===== config.mk =====
export PLATFORM = sky130hd
export DESIGN_NAME = gpdl_port
export DESIGN_NICKNAME = d
export VERILOG_FILES = /design/src/pkg/gpdl_pkg.sv /design/src/design/gpdl_port.sv
export VERILOG_INCLUDE_DIRS = /design/src /design/src/pkg
export SDC_FILE = /design/constraint.sdc
export NUM_CORES = 1
export LEC_CHECK = 0
export BUFFER_PORTS_ARGS = -buffer_cell sky130_fd_sc_hd__buf_2
export CORE_MARGIN = 2
export CORE_UTILIZATION = 28
export DETAILED_ROUTE_END_ITERATION = 16
export PLACE_DENSITY = 0.57
export SLEW_MARGIN = 20
export SYNTH_ARGS = -nofsm -noshare
export SYNTH_HDL_FRONTEND = slang
export SYNTH_SLANG_ARGS = --single-unit

===== constraint.sdc =====
create_clock -name CLK_SYS -period 17.9 [get_ports CLK_SYS]
set_input_delay 3.58 -clock CLK_SYS [delete_from_list [all_inputs] [get_ports CLK_SYS]]
set_output_delay 3.58 -clock CLK_SYS [all_outputs]
set_load 0.02 [all_outputs]

===== src/pkg/gpdl_params.svh =====
`ifndef GPDL_PARAMS_SVH
`define GPDL_PARAMS_SVH

// Register byte offsets.
`define GPDL_OFS_INPUT   8'h10
`define GPDL_OFS_OUTPUT  8'h14
`define GPDL_OFS_SETCLR  8'h18
`define GPDL_OFS_FREEZE  8'h1c
`define GPDL_OFS_AFLOW   8'h20
`define GPDL_OFS_AFHIGH  8'h24
`define GPDL_OFS_CLRONLY 8'h28

// Field positions and reset values.
`define GPDL_KEY_BIT     16
`define GPDL_RST_OUTPUT  16'h0000
`define GPDL_RST_FREEZE  16'h0000
`define GPDL_RST_AF      32'h00000000

// Bus responses.
`define GPDL_RESP_OKAY   2'b00
`define GPDL_RESP_SLVERR 2'b10

`endif


===== src/pkg/gpdl_pkg.sv =====
`default_nettype none

package gpdl_pkg;

    // Progress of the freeze key sequence.
    typedef enum logic [1:0] {
        KEY_IDLE,
        KEY_GOT_ONE,
        KEY_GOT_ZERO
    } gpdl_key_t;

    // Write channel pairing of the register bus.
    typedef struct packed {
        logic        aw_full;
        logic [7:0]  aw_addr;
        logic        w_full;
        logic [31:0] w_data;
        logic [3:0]  w_strb;
    } gpdl_wr_t;

    // Whole state of the port block.
    typedef struct packed {
        gpdl_wr_t    wr;
        logic        bvalid;
        logic [1:0]  bresp;
        logic        arready;
        logic        rvalid;
        logic [31:0] rdata;
        logic [1:0]  rresp;
        logic        awready;
        logic        wready;
        logic [15:0] pin_freeze_out;
        logic [15:0] pin_sync1;
        logic [15:0] pin_input_sample;
        logic [15:0] pin_output_latch;
        logic [15:0] pin_freeze_bits;
        logic        freeze_key_bit;
        gpdl_key_t   key_state;
        logic [15:0] key_pins;
        logic [31:0] alt_func_select_low;
        logic [31:0] alt_func_select_high;
    } gpdl_state_t;

endpackage
`default_nettype wire


===== src/design/gpdl_port.sv =====
// Our own choice: the AXI4-Lite interface to the registers.
`timescale 1ns/1ps
`default_nettype none
`include "gpdl_params.svh"

module gpdl_port
(
    // Clock and reset.
    input  wire logic        CLK_SYS,
    input  wire logic        NRST,
    input  wire logic        PERIPH_NRST,
    // Register bus, write address and data.
    input  wire logic        S_AXI_AWVALID,
    output var  logic        S_AXI_AWREADY,
    input  wire logic [7:0]  S_AXI_AWADDR,
    input  wire logic [2:0]  S_AXI_AWPROT,
    input  wire logic        S_AXI_WVALID,
    output var  logic        S_AXI_WREADY,
    input  wire logic [31:0] S_AXI_WDATA,
    input  wire logic [3:0]  S_AXI_WSTRB,
    // Register bus, write response.
    output var  logic        S_AXI_BVALID,
    input  wire logic        S_AXI_BREADY,
    output var  logic [1:0]  S_AXI_BRESP,
    // Register bus, read.
    input  wire logic        S_AXI_ARVALID,
    output var  logic        S_AXI_ARREADY,
    input  wire logic [7:0]  S_AXI_ARADDR,
    input  wire logic [2:0]  S_AXI_ARPROT,
    output var  logic        S_AXI_RVALID,
    input  wire logic        S_AXI_RREADY,
    output var  logic [31:0] S_AXI_RDATA,
    output var  logic [1:0]  S_AXI_RRESP,
    // Port pins and configuration outputs.
    input  wire logic [15:0] PIN_IN,
    output var  logic [15:0] PIN_OUT,
    output var  logic [15:0] PIN_FREEZE,
    output var  logic [63:0] ALT_FUNC_CODE
);

    gpdl_pkg::gpdl_state_t s_q;
    gpdl_pkg::gpdl_state_t s_d;

    logic nrst_all;
    logic periph_rst_q;

    // Merge byte lanes of a write into an old word.
    // Lanes whose strobe is low keep the old byte.
    function automatic logic [31:0] merge_bytes(
        input logic [31:0] old_word,
        input logic [31:0] new_word,
        input logic [3:0]  strb
    );
        logic [31:0] res;
        res = old_word;
        for (int i = 0; i < 4; i++)
        begin
            if (strb[i])
            begin
                res[i*8 +: 8] = new_word[i*8 +: 8];
            end
        end
        return res;
    endfunction

    // Merge an alternate-function write, skipping frozen pins.
    // Reserved selector codes are stored as written.
    function automatic logic [31:0] merge_af(
        input logic [31:0] old_word,
        input logic [31:0] wr_word,
        input logic [7:0]  frozen
    );
        logic [31:0] res;
        res = old_word;
        for (int p = 0; p < 8; p++)
        begin
            if (!frozen[p])
            begin
                res[p*4 +: 4] = wr_word[p*4 +: 4];
            end
        end
        return res;
    endfunction

    // Clears the byte lane bits so that an offset names a whole word.
    function automatic logic [7:0] word_of(input logic [7:0] a);
        return {a[7:2], 2'b00};
    endfunction

    // Tell whether an offset names a register of this block. Offsets
    // below the input sample belong to registers kept elsewhere.
    function automatic logic is_mapped(input logic [7:0] a);
        logic [7:0] w;
        w = word_of(a);
        return (w >= `GPDL_OFS_INPUT) && (w <= `GPDL_OFS_CLRONLY);
    endfunction

    // Peripheral reset is caught in a flop and joins the system reset.
    // The flop keeps a glitch on the pin from clearing state; the system
    // reset still acts at once.
    always_ff @(posedge CLK_SYS or negedge NRST)
    begin
        if (!NRST)
            periph_rst_q <= 1'b1;
        else
            periph_rst_q <= !PERIPH_NRST;
    end

    assign nrst_all = NRST && !periph_rst_q;

    // Next-state logic for bus, latch, freeze and selectors.
    always_comb
    begin
        logic [7:0]  wa;
        logic [7:0]  ra;
        logic [31:0] wd;
        logic [31:0] full;
        logic [31:0] rd;
        logic        do_wr;
        wa    = 8'h00;
        ra    = 8'h00;
        wd    = 32'h00000000;
        full  = 32'h00000000;
        rd    = 32'h00000000;
        do_wr = 1'b0;
        s_d   = s_q;

        // Input pins pass two flops; the sample refreshes every cycle.
        // Only the second flop reads the first.
        s_d.pin_sync1        = PIN_IN;
        s_d.pin_input_sample = s_q.pin_sync1;

        // Capture write address and data in either order.
        // Neither half is taken while a response waits.
        if (S_AXI_AWVALID && !s_q.wr.aw_full && !s_q.bvalid)
        begin
            s_d.wr.aw_full = 1'b1;
            s_d.wr.aw_addr = S_AXI_AWADDR;
        end
        if (S_AXI_WVALID && !s_q.wr.w_full && !s_q.bvalid)
        begin
            s_d.wr.w_full = 1'b1;
            s_d.wr.w_data = S_AXI_WDATA;
            s_d.wr.w_strb = S_AXI_WSTRB;
        end
        if (s_q.bvalid && S_AXI_BREADY)
            s_d.bvalid = 1'b0;

        // Perform a write once both halves are held.
        do_wr = s_q.wr.aw_full && s_q.wr.w_full && !s_q.bvalid;
        if (do_wr)
        begin
            wa = word_of(s_q.wr.aw_addr);
            wd = merge_bytes(32'h00000000, s_q.wr.w_data, s_q.wr.w_strb);
            s_d.wr.aw_full = 1'b0;
            s_d.wr.w_full  = 1'b0;
            s_d.bvalid     = 1'b1;
            s_d.bresp      = is_mapped(wa) ? `GPDL_RESP_OKAY
                                           : `GPDL_RESP_SLVERR;
            unique case (wa)
                `GPDL_OFS_OUTPUT:
                begin
                    full = merge_bytes({16'h0000, s_q.pin_output_latch},
                                       s_q.wr.w_data, s_q.wr.w_strb);
                    s_d.pin_output_latch = full[15:0];
                end
                `GPDL_OFS_SETCLR:
                begin
                    // Set wins, because it is applied after the clear.
                    s_d.pin_output_latch = (s_q.pin_output_latch
                                            & ~wd[31:16])
                                           | wd[15:0];
                end
                `GPDL_OFS_CLRONLY:
                begin
                    s_d.pin_output_latch = s_q.pin_output_latch
                                           & ~wd[15:0];
                end
                `GPDL_OFS_FREEZE:
                begin
                    // Key steps count only on full words with steady pins.
                    // A partial write restarts the sequence, so it never arms.
                    if (!s_q.freeze_key_bit)
                    begin
                        if (s_q.wr.w_strb == 4'hf)
                        begin
                            s_d.pin_freeze_bits = s_q.wr.w_data[15:0];
                        end
                        else
                        begin
                            full = merge_bytes({16'h0000,
                                               s_q.pin_freeze_bits},
                                               s_q.wr.w_data,
                                               s_q.wr.w_strb);
                            s_d.pin_freeze_bits = full[15:0];
                        end
                        s_d.key_state = gpdl_pkg::KEY_IDLE;
                        // Pins of this step are compared at the next one.
                        s_d.key_pins  = s_q.wr.w_data[15:0];
                        if (s_q.wr.w_strb == 4'hf)
                        begin
                            unique case (s_q.key_state)
                                gpdl_pkg::KEY_IDLE:
                                    if (s_q.wr.w_data[`GPDL_KEY_BIT])
                                        s_d.key_state = gpdl_pkg::KEY_GOT_ONE;
                                gpdl_pkg::KEY_GOT_ONE:
                                    if (!s_q.wr.w_data[`GPDL_KEY_BIT]
                                        && s_q.wr.w_data[15:0]
                                           == s_q.key_pins)
                                        s_d.key_state =
                                            gpdl_pkg::KEY_GOT_ZERO;
                                    else if (s_q.wr.w_data[`GPDL_KEY_BIT])
                                        s_d.key_state = gpdl_pkg::KEY_GOT_ONE;
                                gpdl_pkg::KEY_GOT_ZERO:
                                    if (s_q.wr.w_data[`GPDL_KEY_BIT]
                                        && s_q.wr.w_data[15:0]
                                           == s_q.key_pins)
                                        s_d.freeze_key_bit = 1'b1;
                                    else if (s_q.wr.w_data[`GPDL_KEY_BIT])
                                        s_d.key_state = gpdl_pkg::KEY_GOT_ONE;
                                default:
                                    s_d.key_state = gpdl_pkg::KEY_IDLE;
                            endcase
                        end
                    end
                end
                `GPDL_OFS_AFLOW:
                begin
                    full = merge_bytes(s_q.alt_func_select_low,
                                       s_q.wr.w_data, s_q.wr.w_strb);
                    // Freeze bits bite only once the key is set.
                    s_d.alt_func_select_low = merge_af(
                        s_q.alt_func_select_low, full,
                        s_q.pin_freeze_out[7:0]);
                end
                `GPDL_OFS_AFHIGH:
                begin
                    full = merge_bytes(s_q.alt_func_select_high,
                                       s_q.wr.w_data, s_q.wr.w_strb);
                    s_d.alt_func_select_high = merge_af(
                        s_q.alt_func_select_high, full,
                        s_q.pin_freeze_out[15:8]);
                end
                default:
                begin
                    // Input sample and unmapped offsets ignore writes.
                    s_d.bresp = s_d.bresp;
                end
            endcase
        end

        // Read channel: take one address, answer next cycle.
        // ARREADY is a one-cycle pulse, so one request is taken once.
        s_d.arready = 1'b0;
        if (s_q.rvalid && S_AXI_RREADY)
            s_d.rvalid = 1'b0;
        if (S_AXI_ARVALID && !s_q.arready && !s_q.rvalid)
        begin
            s_d.arready = 1'b1;
            ra = word_of(S_AXI_ARADDR);
            unique case (ra)
                `GPDL_OFS_INPUT:
                    rd = {16'h0000, s_q.pin_input_sample};
                `GPDL_OFS_OUTPUT:
                    rd = {16'h0000, s_q.pin_output_latch};
                `GPDL_OFS_FREEZE:
                    rd = {15'h0000, s_q.freeze_key_bit,
                          s_q.pin_freeze_bits};
                `GPDL_OFS_AFLOW:
                    rd = s_q.alt_func_select_low;
                `GPDL_OFS_AFHIGH:
                    rd = s_q.alt_func_select_high;
                default:
                    rd = 32'h00000000;
            endcase
            s_d.rvalid = 1'b1;
            s_d.rdata  = rd;
            s_d.rresp  = is_mapped(ra) ? `GPDL_RESP_OKAY
                                       : `GPDL_RESP_SLVERR;
        end

        // Ready and frozen-pin outputs are flops that copy the next state.
        s_d.awready        = !s_d.wr.aw_full && !s_d.bvalid;
        s_d.wready         = !s_d.wr.w_full && !s_d.bvalid;
        s_d.pin_freeze_out = s_d.freeze_key_bit ? s_d.pin_freeze_bits
                                                : 16'h0000;
    end

    // State register, cleared by system or peripheral reset.
    // Its reset loads constants only, so the clear needs no other state.
    always_ff @(posedge CLK_SYS or negedge nrst_all)
    begin
        if (!nrst_all)
        begin
            s_q                      <= '0;
            s_q.pin_output_latch     <= `GPDL_RST_OUTPUT;
            s_q.pin_freeze_bits      <= `GPDL_RST_FREEZE;
            s_q.alt_func_select_low  <= `GPDL_RST_AF;
            s_q.alt_func_select_high <= `GPDL_RST_AF;
            s_q.key_state            <= gpdl_pkg::KEY_IDLE;
            s_q.awready              <= 1'b1;
            s_q.wready               <= 1'b1;
        end
        else
        begin
            s_q <= s_d;
        end
    end

    // Outputs straight from state flops.
    // The selector word carries the high pins in its upper half.
    assign S_AXI_AWREADY = s_q.awready;
    assign S_AXI_WREADY  = s_q.wready;
    assign S_AXI_BVALID  = s_q.bvalid;
    assign S_AXI_BRESP   = s_q.bresp;
    assign S_AXI_ARREADY = s_q.arready;
    assign S_AXI_RVALID  = s_q.rvalid;
    assign S_AXI_RDATA   = s_q.rdata;
    assign S_AXI_RRESP   = s_q.rresp;
    assign PIN_OUT       = s_q.pin_output_latch;
    assign PIN_FREEZE    = s_q.pin_freeze_out;
    assign ALT_FUNC_CODE = {s_q.alt_func_select_high,
                            s_q.alt_func_select_low};

endmodule // gpdl_port
`default_nettype wire


==> flow_summary.ini <==
[status]
status = complete, no violations

[setup_path]
cpPeakStageDelay_ps = 800
slowest_stage = nor4_1
cp.required_ps = 18360
cp-end-kind = flop
arrival_ps = 5560
cp-start-kind = primary input
path_max_fanout = 29
crit_type = in -> reg
cp_cell_sequence = buf_2 -> nor4_1 -> and2_1 -> buf_4 -> a22oi_1 -> o21ai_0

[clock_tree]
cts-buffers-inserted = 29
path_clk_slew_ps = 60
post_cts.repair.setup_buffers = 0
ctsHoldBuffers = 0
cts_tree = built
cts_resized = 0
cts_sinks = 247
cts_root_buffer = clkbuf_16
clockBufferDepth = 3
htreeDepth = 1
worstSkewPairLatency_ps = 560

[floorplan]
rows = 73
initial_utilization = 0.284
die_h_um = 205
core_region_area_sq_um = 39800
die_w_um = 205
io_pins = 219
dieArea_sq_um = 42000

[timing]
worst_pin_slew_ps = 948
final_hold_viol_count = 0
max_clock_freq_mhz = 196
rsz0062_at_grt = no
skew_ps = 19.8
fin_crit_sh = 0.285
drv_slew = 0
slew_headroom = 0.365
fin_setup_tns_ps = 0
finalSetupViolations = 0
period_minus_slack_ps = 5100

[grt]
grt_max_degree = 185
grt.total_usage = 0.159
grt.overflow.total = 0
grt_pass1_vias = 7544
grt_antenna_before_repair = 3
grt_pass1_wl_mm = 49.3

[pwr]
p_leak_uw = 0.00623
pwr-share-clk = 0.289
power.switching_uw = 783
ir_worst_vdd_mv = 0.0723
powerDensity_nw_per_um2 = 166
seqPwrFrac = 0.440
intPower_uw = 1360
switching_share = 0.366
p_comb_frac = 0.271

[placement]
dpl.hpwl_mm = 24.5
place_congestion = 0.812
port_buffers = 206

[logic_synthesis]
ys_seq_area_frac = 0.547
synth-async-reset-ratio = 1.00
syn_inst = 928
ys_seq_elements = 247
synth-main-ff-cell = dfrtp_1
synth-edff-count = 0
postSynthAreaPerCell_sq_um = 12.2
mappedNetlistArea_sq_um = 11300
synth_cell_types = 60
ys_warn_count = 0

[route]
initialDrtViolationCount = 547
wl_per_cell_um = 22.0
drt-vias-per-instance = 4.81
dr.pass1.iters = 6
drc = 0
num_vias = 7383
wirelength_mm = 33.7
antenna_left = 0

[flow_run]
drv_cap = 0

[finish]
final_common_cell = dfrtp_1
multi_input_area_sq_um = 3830
final_util = 0.325
fillCellCount = 4061
final_cell_mix = 244 x dfrtp_1, 206 x buf_2, 118 x mux2_2, 63 x nand2_1, 36 x o21ai_0
regArea_sq_um = 6180
layout.nets = 1071
layout-drive-gt1-share = 0.422
syn_to_final_growth_pct = 14.4

[hold_path]
hp-class = reg -> reg
==> registers in the layout, summed over array words and instances, names as in the netlist, 16 cells and up <==
| register | flops |
|---|---|
| s_d | 16 |
| PIN_FREEZE | 16 |
| s_q | 95 |
| ALT_FUNC_CODE | 64 |
| PIN_OUT | 16 |
| S_AXI_RDATA | 32 |
==> worst paths after layout <==
check,slack [ps],start,to,depth (start not counted)
worst max register to register,15040,s_q[246],ALT_FUNC_CODE[22],5
worst max-delay path,12800,S_AXI_ARADDR[3],S_AXI_RDATA[27],6
max in group asynchronous,13050,NRST,PIN_FREEZE[13],5
min in group asynchronous,570,periph_rst_q,s_q[229],2
worst min register to register,350,s_d[127],s_q[127],0
worst min-delay path,350,s_d[127],s_q[127],0
==> synth_stat cells (3+ instances only) <==
| master | instances | area, sq um |
|---|---|---|
| or3_1 | 16 | 100 |
| a32oi_1 | 16 | 140 |
| nand2_1 | 63 | 236 |
| buf_4 | 134 | 1010 |
| nor3b_2 | 9 | 113 |
| mux2_1 | 3 | 33.8 |
| buf_1 | 8 | 30.0 |
| inv_1 | 22 | 82.6 |
| nor3_1 | 4 | 20.0 |
| mux2_2 | 118 | 1330 |
| nor4_1 | 5 | 31.3 |
| or4_1 | 3 | 22.5 |
| dfrtp_1 | 244 | 6110 |
| xor2_1 | 16 | 140 |
| a22o_1 | 16 | 140 |
| nor2b_1 | 10 | 62.6 |
| and3_1 | 5 | 31.3 |
| dfstp_2 | 3 | 78.8 |
| a311oi_1 | 3 | 26.3 |
| nor3b_1 | 7 | 52.6 |
| mux2_4 | 15 | 225 |
| nor2_1 | 24 | 90.1 |
| clkbuf_1 | 42 | 158 |
| a222oi_1 | 17 | 170 |
| a21oi_1 | 19 | 95.1 |
| o21ai_0 | 36 | 180 |
| a22oi_1 | 15 | 113 |
| o21bai_1 | 3 | 22.5 |
| a221oi_1 | 13 | 114 |
==> critical path, delay by kind of cell <==
| family | cells | cell delay (ps) |
|---|---|---|
| compound gates | 2 | 380 |
| simple gates | 2 | 1030 |
| buf+inv | 2 | 520 |
==> kinds of logic (layout without fill, tap and decap cells) <==
| group | after synthesis | after routing | synth area share |
|---|---|---|---|
| flops | 247 | 247 | 0.547 |
| compound gates | 148 | 148 | 0.0974 |
| simple gates | 166 | 166 | 0.0837 |
| mux | 137 | 137 | 0.141 |
| buf+inv | 212 | 292 | 0.117 |
| other cells | 1 | 3 | 0.000332 |
| xor+xnor | 17 | 17 | 0.0132 |
==> layout make-up <==
type	instances	area share
Antenna cell	1	0.000194
Timing Repair Buffer	218	0.0898
Clock buffer	38	0.0634
Sequential cell	247	0.478
Multi-Input combinational cell	470	0.297
Clock inverter	13	0.0142
Tap cell	525	0.0508
Inverter	23	0.00668
==> stage by stage <==
step	worst slack (ps)	hold WS [ps]	power (uW)	area (sq um)	instances
2_1_floorplan	5530	331	1380	11300	929
3_3_place_gp	12330	334	1520	11900	1481
3_5_place_dp	12270	336	1540	11900	1482
4_1_cts	12850	350	2170	12900	1533
5_1_grt	12600	354	2260	12900	1534
6_report	12800	349	2140	12900	1535
==> power by group through the flow <==
stage               Combinational (uW)  Clock, uW  Sequential (uW)
floorplan                          564          0              820
global placement                   577          0              946
detailed placement                 585          0              952
CTS                                588        635              942
global route                       633        658              966
finish                             579        619              943
==> metal layers <==
layer,GRT usage,up-vias,wire [um]
li1,-,3276,-
met1,0.204,3854,14500
met2,0.263,199,16200
met3,0.0425,50,2210
met4,0.0468,4,791
met5,0,-,27
Note: power is estimated with default switching activity, not from simulation.
